## src/pkg/odcc_pkg.sv

```systemverilog
package odcc_pkg;
  // command opcodes
  localparam logic [7:0] CMD_MUX = 8'hA8;
  localparam logic [7:0] CMD_PUMP = 8'hAD;
  localparam logic [7:0] CMD_PUMP_DATA = 8'h8A;
  localparam logic [7:0] CMD_DISP = 8'hAE;
  localparam logic [7:0] CMD_PAGE = 8'hB0;
  localparam logic [7:0] CMD_SCAN = 8'hC0;
  localparam logic [7:0] CMD_OFFSET = 8'hD3;
  localparam logic [7:0] CMD_CLOCK = 8'hD5;
  // opcode match masks
  localparam logic [7:0] MASK_LSB = 8'hFE;
  localparam logic [7:0] MASK_PAGE = 8'hF8;
  localparam logic [7:0] MASK_SCAN = 8'hF0;
  // field positions
  localparam int SCAN_BIT = 3;
  localparam int ONOFF_BIT = 0;
  // reset values
  localparam logic [5:0] MUX_RST = 6'h3F;
  localparam logic PUMP_RST = 1'b1;
  localparam logic DISP_RST = 1'b0;
  localparam logic [2:0] PAGE_RST = 3'h0;
  localparam logic SCAN_RST = 1'b0;
  localparam logic [5:0] OFFSET_RST = 6'h00;
  localparam logic [3:0] DIV_RST = 4'h0;
  localparam logic [3:0] TRIM_RST = 4'h5;
  // decoder states
  typedef enum logic [2:0] {
    ODCC_IDLE = 3'b000,
    ODCC_ARG_MUX = 3'b001,
    ODCC_ARG_PUMP = 3'b010,
    ODCC_ARG_OFFSET = 3'b011,
    ODCC_ARG_CLOCK = 3'b100
  } odcc_state_t;
endpackage : odcc_pkg

```

## src/pkg/odcc_if.sv

```systemverilog
`timescale 1ns/1ps
interface odcc_if;
  logic wr_stb;
  logic cmd_data_select;
  logic [7:0] wr_data;
  modport host (output wr_stb, output cmd_data_select, output wr_data);
  modport dev (input wr_stb, input cmd_data_select, input wr_data);
endinterface : odcc_if

```

## src/design/odcc_tick_div.sv

```systemverilog
`timescale 1ns/1ps
module odcc_tick_div #(
  parameter int W = 4
) (
  // clock and reset
  input wire logic ref_clk,
  input wire logic rst_b,
  // control
  input wire logic run,
  input wire logic [W-1:0] ratio_m1,
  // tick out
  output logic tick
);
  logic [W-1:0] cnt;
  logic [W-1:0] next_cnt;
  logic next_tick;

  // counts ratio_m1+1 cycles per tick; count cleared to zero while stopped
  always_comb
  begin
    next_cnt = cnt;
    next_tick = 1'b0;
    if (run)
    begin
      if (cnt >= ratio_m1)
      begin
        next_cnt = '0;
        next_tick = 1'b1;
      end
      else
        next_cnt = cnt + 1'b1;
    end
    else
      next_cnt = '0;
  end

  always_ff @(posedge ref_clk or negedge rst_b)
  begin
    if (!rst_b)
    begin
      cnt <= '0;
      tick <= 1'b0;
    end
    else
    begin
      cnt <= next_cnt;
      tick <= next_tick;
    end
  end
endmodule : odcc_tick_div

```

## src/design/odcc_device.sv

```systemverilog
// Operation
// - A8H then ratio byte, low six bits
// - ADH then 8AH/8BH sets converter enable
// - host changes converter only while display off
// - display off means sleep, regardless of converter
// - converter off, display on: external supply
// - AEH/AFH switches panel off or on
// - display off halts oscillator and converter
// - sleep floats segment and common outputs
// - sleep keeps all settings intact
// - host RAM access still allowed in sleep
// - B0H-B7H loads page address register
// - page change leaves panel picture unchanged
// - C0H/C8H sets common scan direction
// - scan direction takes effect immediately
// - D3H then six-bit display offset
// - offset k shifts up; 64-k shifts down
// - D5H data low nibble sets divide ratio
// - D5H data high nibble trims oscillator
// - frame rate follows clock, divider and mux
// - host sends only defined command codes
`timescale 1ns/1ps
module odcc_device (
  // clock and reset
  input wire logic ref_clk,
  input wire logic rst_b,
  // host port
  odcc_if.dev bus,
  // panel configuration
  output logic [5:0] mux_ratio_m1,
  output logic pump_enable,
  output logic display_on,
  output logic [2:0] page_addr,
  output logic scan_reverse,
  output logic [5:0] display_offset,
  output logic [3:0] clock_div_m1,
  output logic [3:0] osc_trim,
  // power and drive status
  output logic sleep_mode,
  output logic pump_running,
  output logic osc_running,
  output logic drive_oe_b,
  output logic ram_access_en,
  output logic display_clock_tick
);
  odcc_pkg::odcc_state_t state;
  odcc_pkg::odcc_state_t next_state;
  logic [5:0] next_mux;
  logic next_pump;
  logic next_disp;
  logic [2:0] next_page;
  logic next_scan;
  logic [5:0] next_offset;
  logic [3:0] next_div;
  logic [3:0] next_trim;
  logic cmd_stb;
  logic [7:0] d;
  logic tick;

  assign cmd_stb = bus.wr_stb && !bus.cmd_data_select;
  assign d = bus.wr_data;

  ////////////////////////////////////////////////////////////////////
  // command decoder; unknown single bytes are ignored, the host must
  // not send them, so no error path is kept
  always_comb
  begin
    next_state = state;
    next_mux = mux_ratio_m1;
    next_pump = pump_enable;
    next_disp = display_on;
    next_page = page_addr;
    next_scan = scan_reverse;
    next_offset = display_offset;
    next_div = clock_div_m1;
    next_trim = osc_trim;
    if (cmd_stb)
    begin
      case (state)
        odcc_pkg::ODCC_ARG_MUX:
        begin
          next_mux = d[5:0];
          next_state = odcc_pkg::ODCC_IDLE;
        end
        odcc_pkg::ODCC_ARG_PUMP:
        begin
          // only 8AH/8BH carry a setting; anything else is dropped
          if ((d & odcc_pkg::MASK_LSB) == odcc_pkg::CMD_PUMP_DATA)
            next_pump = d[odcc_pkg::ONOFF_BIT];
          next_state = odcc_pkg::ODCC_IDLE;
        end
        odcc_pkg::ODCC_ARG_OFFSET:
        begin
          next_offset = d[5:0];
          next_state = odcc_pkg::ODCC_IDLE;
        end
        odcc_pkg::ODCC_ARG_CLOCK:
        begin
          next_div = d[3:0];
          next_trim = d[7:4];
          next_state = odcc_pkg::ODCC_IDLE;
        end
        odcc_pkg::ODCC_IDLE:
        begin
          if (d == odcc_pkg::CMD_MUX)
            next_state = odcc_pkg::ODCC_ARG_MUX;
          else if (d == odcc_pkg::CMD_PUMP)
            next_state = odcc_pkg::ODCC_ARG_PUMP;
          else if (d == odcc_pkg::CMD_OFFSET)
            next_state = odcc_pkg::ODCC_ARG_OFFSET;
          else if (d == odcc_pkg::CMD_CLOCK)
            next_state = odcc_pkg::ODCC_ARG_CLOCK;
          else if ((d & odcc_pkg::MASK_LSB) == odcc_pkg::CMD_DISP)
            next_disp = d[odcc_pkg::ONOFF_BIT];
          else if ((d & odcc_pkg::MASK_PAGE) == odcc_pkg::CMD_PAGE)
            next_page = d[2:0];
          else if ((d & odcc_pkg::MASK_SCAN) == odcc_pkg::CMD_SCAN)
            next_scan = d[odcc_pkg::SCAN_BIT];
        end
        default:
          next_state = odcc_pkg::ODCC_IDLE;
      endcase
    end
  end

  // settings registers; sleep never touches them, so waking restores all
  always_ff @(posedge ref_clk or negedge rst_b)
  begin
    if (!rst_b)
    begin
      state <= odcc_pkg::ODCC_IDLE;
      mux_ratio_m1 <= odcc_pkg::MUX_RST;
      pump_enable <= odcc_pkg::PUMP_RST;
      display_on <= odcc_pkg::DISP_RST;
      page_addr <= odcc_pkg::PAGE_RST;
      scan_reverse <= odcc_pkg::SCAN_RST;
      display_offset <= odcc_pkg::OFFSET_RST;
      clock_div_m1 <= odcc_pkg::DIV_RST;
      osc_trim <= odcc_pkg::TRIM_RST;
    end
    else
    begin
      state <= next_state;
      mux_ratio_m1 <= next_mux;
      pump_enable <= next_pump;
      display_on <= next_disp;
      page_addr <= next_page;
      scan_reverse <= next_scan;
      display_offset <= next_offset;
      clock_div_m1 <= next_div;
      osc_trim <= next_trim;
    end
  end

  ////////////////////////////////////////////////////////////////////
  // power state is taken from the next settings, so it moves in the same
  // cycle as the display switch and never shows a stale awake state
  logic next_sleep;
  logic next_pump_run;
  logic next_osc_run;
  logic next_oe_b;

  always_comb
  begin
    next_sleep = !next_disp;
    next_osc_run = next_disp;
    next_pump_run = next_disp && next_pump;
    next_oe_b = !next_disp;
  end

  always_ff @(posedge ref_clk or negedge rst_b)
  begin
    if (!rst_b)
    begin
      sleep_mode <= 1'b1;
      osc_running <= 1'b0;
      pump_running <= 1'b0;
      drive_oe_b <= 1'b1;
      ram_access_en <= 1'b0;
      display_clock_tick <= 1'b0;
    end
    else
    begin
      sleep_mode <= next_sleep;
      osc_running <= next_osc_run;
      pump_running <= next_pump_run;
      drive_oe_b <= next_oe_b;
      ram_access_en <= 1'b1;
      display_clock_tick <= tick;
    end
  end

  ////////////////////////////////////////////////////////////////////
  // display clock; ref_clk stands in for the oscillator, trim is only
  // reported since frequency scaling is analog
  odcc_tick_div #(
    .W(4)
  ) odcc_tick_div_inst (
    .ref_clk(ref_clk),
    .rst_b(rst_b),
    .run(osc_running),
    .ratio_m1(clock_div_m1),
    .tick(tick)
  );
endmodule : odcc_device

```

## src/flat_wrapper.sv

```systemverilog
// flat-port wrapper written by rule: the top's interface ports become plain ports
module odcc_device_flat 
  (ref_clk, rst_b, mux_ratio_m1, pump_enable, display_on, page_addr, scan_reverse, display_offset, clock_div_m1, osc_trim, sleep_mode, pump_running, osc_running, drive_oe_b, ram_access_en, display_clock_tick, bus_wr_stb, bus_cmd_data_select, bus_wr_data);
  odcc_if bus_i ();
  input wire logic ref_clk;
  input wire logic rst_b;
  output logic [5:0] mux_ratio_m1;
  output logic pump_enable;
  output logic display_on;
  output logic [2:0] page_addr;
  output logic scan_reverse;
  output logic [5:0] display_offset;
  output logic [3:0] clock_div_m1;
  output logic [3:0] osc_trim;
  output logic sleep_mode;
  output logic pump_running;
  output logic osc_running;
  output logic drive_oe_b;
  output logic ram_access_en;
  output logic display_clock_tick;
  input wire logic [$bits(bus_i.wr_stb)-1:0] bus_wr_stb;
  input wire logic [$bits(bus_i.cmd_data_select)-1:0] bus_cmd_data_select;
  input wire logic [$bits(bus_i.wr_data)-1:0] bus_wr_data;
  assign bus_i.wr_stb = bus_wr_stb;
  assign bus_i.cmd_data_select = bus_cmd_data_select;
  assign bus_i.wr_data = bus_wr_data;
  odcc_device u_core (.ref_clk(ref_clk), .rst_b(rst_b), .bus(bus_i), .mux_ratio_m1(mux_ratio_m1), .pump_enable(pump_enable), .display_on(display_on), .page_addr(page_addr), .scan_reverse(scan_reverse), .display_offset(display_offset), .clock_div_m1(clock_div_m1), .osc_trim(osc_trim), .sleep_mode(sleep_mode), .pump_running(pump_running), .osc_running(osc_running), .drive_oe_b(drive_oe_b), .ram_access_en(ram_access_en), .display_clock_tick(display_clock_tick));
endmodule
```

## config.mk

```make
export PLATFORM = sky130hd
export DESIGN_NAME = odcc_device_flat
export DESIGN_NICKNAME = d
export VERILOG_FILES = /design/src/pkg/odcc_pkg.sv /design/src/pkg/odcc_if.sv /design/src/design/odcc_tick_div.sv /design/src/design/odcc_device.sv /design/src/flat_wrapper.sv
export SDC_FILE = /design/constraint.sdc
export NUM_CORES = 1
export LEC_CHECK = 0
export ABC_AREA = 1
export BUFFER_PORTS_ARGS = -buffer_cell sky130_fd_sc_hd__buf_2
export CAP_MARGIN = 20
export CORE_MARGIN = 1
export CORE_UTILIZATION = 47
export CTS_CLUSTER_DIAMETER = 60
export DETAILED_ROUTE_END_ITERATION = 16
export GPL_TIMING_DRIVEN = 0
export PLACE_DENSITY = 0.75
export RECOVER_POWER = 100
export SYNTH_ARGS = -nofsm -noshare
export SYNTH_HDL_FRONTEND = slang
export SYNTH_SLANG_ARGS = --single-unit
```

## constraint.sdc

```tcl
create_clock -name ref_clk -period 1.3 [get_ports ref_clk]
set_input_delay 0.26 -clock ref_clk [delete_from_list [all_inputs] [get_ports ref_clk]]
set_output_delay 0.26 -clock ref_clk [all_outputs]
set_load 0.02 [all_outputs]
```

* After elaboration in Yosys (flattened, before gate mapping) *
Index checks and enable logic that the tools add are counted.

storage, ports and cells
  input port bits = 12
  register bits after elaboration = 38
  word-level logic and storage cells = 66

cells by class
  bitwise operators = 6
  reduce and logical (&&, ||, !) cells = 11
  equality and inequality tests = 13
  add/subtract/negate cells = 1
  muxes and demuxes = 19
  $lt $le $gt $ge = 1

operators by type and width
  cell                                                             number
  8-bit == test, second input constant                             4
  3-bit 2-to-1 mux                                                 5
  7-bit == test, second input constant                             2
  1-bit 2-to-1 mux                                                 12
  9-bit AND reduction                                              1
  4-bit 2-to-1 mux                                                 2
  2-bit AND reduction                                              4
  8-bit AND reduction                                              1
  3-bit by 2-bit == test with 1-bit output, second input constant  2
  1-bit inverter                                                   6
  5-bit == test, second input constant                             1
  5-bit by 1-bit != test with 1-bit output, second input constant  1
  4-bit by 1-bit adder with 4-bit output, second input constant    1
  4-bit == test, second input constant                             1
  4-bit greater-or-equal comparator                                1
  3-bit by 1-bit == test with 1-bit output, second input constant  1
  3-bit == test, second input constant                             1
  3-bit logical NOT                                                1
  1-bit logical AND                                                2
  1-bit logical NOT                                                2

* Longest topological paths before layout *
  depth in word-level cells = 9
  mapped depth = 9

* Cells and area by module *
Synthesis repeated with hierarchy kept, for this count alone.

second synthesis, totals
  cell total of the unflattened synthesis = 203
  area, all modules = 1859.3 um^2

by module, submodules not included
  module         area each (um^2)  cells an instance  instances
  odcc_device    1540.2            165                1
  odcc_tick_div  319.1             38                 1

* Least setup slack after synthesis *
No wires, ideal clock.

  path type = register to register
  start = reg u_core.clock_div_m1[1]
  end = reg u_core.odcc_tick_div_inst.cnt[0]
  slack = -101 ps
  arrival = 1326 ps
  buffers on the path = 0
  cell stages (with the launch flop) = 8
  cell sequence = dfrtp_1 -> inv_1 -> ha_1 -> inv_1 -> nor2_1 -> o211ai_1 -> nand4_1 -> nor2_1

on the way
  cells in the longest elaborated chain, start to end = 3

ends and longest elaborated chain
  element                                    line                 RTL
  start: declaration                         odcc_device.sv:36    output logic [3:0] clock_div_m1,
  start signal: assignment                   odcc_device.sv:138   clock_div_m1 <= odcc_pkg::DIV_RST;
  start signal: assignment                   odcc_device.sv:150   clock_div_m1 <= next_div;
  4-bit greater-or-equal comparator          odcc_tick_div.sv:25  if (cnt >= ratio_m1)
  4-bit 2-to-1 mux                           odcc_tick_div.sv:25
  4-bit 2-to-1 mux                           odcc_tick_div.sv:23  if (run)
  via u_core.odcc_tick_div_inst.next_cnt[0]  odcc_tick_div.sv:15  logic [W-1:0] next_cnt;
  end signal: assignment                     odcc_tick_div.sv:46  cnt <= next_cnt;
  end: declaration                           odcc_tick_div.sv:14  logic [W-1:0] cnt;

The timed path passes the listed nets, and every way through them passes these cells.
A chain may end at the register's enable or synchronous reset.

* Final worst setup path *
  start = reg u_core.clock_div_m1[1]
  end = reg u_core.odcc_tick_div_inst.cnt[3]

Same word-level chain as after synthesis.

==> summary.json <==
{
  "largest_incremental_delay_on_the_critical_path_ns": 0.42,
  "synth_seq_cells": 38,
  "yosys.cell_types.count": 25,
  "sequential_element_share_of_the_synthesized_area": 0.5396,
  "hold_path_class": "in -> async",
  "most_frequent_standard_cell_in_the_layout_excluding_fill_and_tap_cells": "nand2_1",
  "finalNonFillerCells": 307,
  "pre_cts_slack_ns": -0.05239,
  "final.setup.worst_slack_ns": -0.08770,
  "vdd_ir_drop_max_v": 0.0006684,
  "final.period_utilization": 1.067,
  "via_count_of_the_first_global_routing_pass": 1426,
  "initial_core_util": 0.4877,
  "floorplan.io_pins": 44,
  "syn-num-nets": 223,
  "drt_iter0_drc": 84,
  "fp-row-count": 22,
  "cts_tree": "built",
  "capturing_point_of_the_worst_reg2reg_path": "u_core.odcc_tick_div_inst.cnt[3]",
  "synthesis.area_um2": 1785,
  "grt_pass1_wl_mm": 6.403,
  "post_cts_hold_buffer_count": 0,
  "clock-root-buffer": "clkbuf_8",
  "die-area_um2": 4049,
  "grt_antenna_before_repair": 0,
  "insertedDiodeCount": 0,
  "first_pass_iters": 4,
  "area_delta_synth_final_pct": 25.44,
  "slew_violations": 0,
  "worst-setup-path-type": "reg -> reg",
  "wl_per_cell_um": 12.24,
  "gp_congestion": 0.8644,
  "detail_route.drc_violations": 0,
  "fin_worst_skew_ns": 0.007522,
  "globalRouteOverflowTotal": 0,
  "kind_of_end_point_of_the_critical_path": "flip-flop",
  "htree_num_levels": 2,
  "cp_max_fo": 4,
  "die_height_um": 63.64,
  "final_area_um2": 2240,
  "netlist_instances": 206,
  "setup.reg_to_reg.worst_slack_ns": -0.09,
  "power_leakage_nw": 1.073,
  "cp_slowest_cell": "dfrtp_2",
  "min_period_ns": 1.388,
  "synth_largest_type_area_fraction": 0.3924,
  "grtUsageTotal": 0.2081,
  "critical_path_arrival_ns": 1.60,
  "report.final.hold_viol_count": 0,
  "postPlaceCellArea_um2": 2076,
  "finalNetCount": 275,
  "clock_latency_ns": 0.29,
  "finalSetupViolations": 5,
  "cts.path.max_buffers": 2,
  "ys_warn_count": 0,
  "violated_checks": "setup timing",
  "post_route_cells_drive_above_1_share": 0.2934,
  "cell_count_after_placement": 297,
  "route.final.wire_length_mm": 3.757,
  "port_buffers": 43,
  "hpwl_mm": 2.630,
  "cp.required_ns": 1.51,
  "max_slew_margin": 0.3796,
  "cap_viol_max_count": 0,
  "layout_common_cells": "nand2_1, dfrtp_1, inv_1, o21ai_0, nor2_1",
  "synth_area_leaders": "dfrtp_1, dfstp_2, nand2_1",
  "power_density_nw_per_um2": 1216,
  "post_synth.cell_area_avg_um2": 8.667,
  "antenna_violation_net_count_after_detailed_routing": 0,
  "startpoint_class": "flip-flop",
  "grt_start_max_net_pins": 39,
  "cts.sinks": 38,
  "timing.reg2reg.worst_path_depth": 7,
  "critical_path.cell_chain": "inv_2 > ha_4 > inv_2 > nor2_1 > o211ai_1 > nand4_1 > nor2_1",
  "synth_top_area_cell": "dfrtp_1",
  "dr_total_vias": 1516,
  "run_status": "complete, but fails checks",
  "detail_route.vias_per_cell": 4.938,
  "clk_pin_slew_worst_setup_hold_paths_ns": 0.08,
  "cts_made_buffers": 5,
  "rsz0062_at_grt": "true",
  "tightestPinTransition_ns": 0.9306,
  "critical_path.reg2reg.startpoint": "u_core.clock_div_m1[1]",
  "die_w_um": 63.64,
  "coreArea_um2": 3661,
  "fmaxAchievable_mhz": 720.6
}
## per-layer routing
metal  share of wire  up-vias  GRT usage
met2            0.47       47     0.3351
li1                -      755          -
met1            0.47      712     0.2707
met4          0.0072        0    0.07102
met3           0.056        2    0.05254
met5               0        -          0
## critical path, delay by kind of cell (launching register included)
family | cells | cell delay, ns
compound gates | 1 | 0.20
fa+ha+maj | 1 | 0.19
buf+inv | 2 | 0.11
flops | 1 | 0.42
simple gates | 3 | 0.40
## cells in the mapped netlist, drive strengths merged
master	instances
xor2	1
dfrtp	28
o211ai	1
conb	1
nor2	22
ha	5
inv	27
nand2	53
a21oi	4
nand4	6
dfstp	10
nor3	7
mux2	1
buf	6
o21ai	23
xnor2	1
nand3	10
## what timing repair did
action	in CTS	in global routing
gates cloned	0	0
endpoints found under the setup margin	8	24
resized for setup	4	10
pin swaps	5	4
setup buffers	3	0
## final cells by class
type	count	area, µm²
clock inverter	3	68.82
timing repair buffer	46	224.0
inverter	27	101.3
multi-input combinational	135	718.2
fill	337	1421
buffer	5	32.53
sequential	38	965.9
tap	48	60.06
clock buffer	5	68.82
## cell families after synthesis
logic type / synth area share
simple gates: 0.2495
compound gates: 0.07989
fa+ha+maj: 0.03504
flops: 0.5396
xor+xnor: 0.009813
mux: 0.006306
other cells: 0.002100
buf+inv: 0.07778
## worst max-delay path by stage
stage | from | end | depth (start not counted)
4_1_cts | u_core.clock_div_m1[1] | u_core.odcc_tick_div_inst.cnt[3] | 7
5_1_grt | u_core.clock_div_m1[1] | u_core.odcc_tick_div_inst.cnt[3] | 7
3_5_place_dp | u_core.clock_div_m1[1] | u_core.odcc_tick_div_inst.cnt[1] | 7
6_report | u_core.clock_div_m1[1] | u_core.odcc_tick_div_inst.cnt[3] | 7
3_3_place_gp | u_core.clock_div_m1[1] | u_core.odcc_tick_div_inst.cnt[1] | 7
2_1_floorplan | u_core.clock_div_m1[1] | u_core.odcc_tick_div_inst.cnt[1] | 7
## registers in the layout, indices dropped and copies added, names as in the netlist, 3 cells and up
register and count:
u_core.display_offset 6, u_core.mux_ratio_m1 6, u_core.clock_div_m1 4, u_core.odcc_tick_div_inst.cnt 4
u_core.osc_trim 4, u_core.page_addr 3, u_core.state 3
## metrics by stage
stage                     hold WS, ns    util  setup TNS (ns)  power [mW]
after floorplan              -0.03559       -       -0.007388       1.433
after global placement         0.3325  0.5670         -0.1700       1.544
after detailed placement       0.3373  0.5670         -0.3871       1.548
after CTS                     0.07778  0.6145         -0.2522       2.752
after global routing           0.1580  0.6118          -1.681       2.838
final                         0.09627  0.6118         -0.3087       2.724
## where the power goes
part           leakage (nW)  switching [mW]  internal, mW
Combinational         0.539           0.197        0.0857
Clock                0.0683           0.419         0.769
Sequential            0.466          0.0269          1.23
Note: power is estimated with default switching activity, not from simulation.
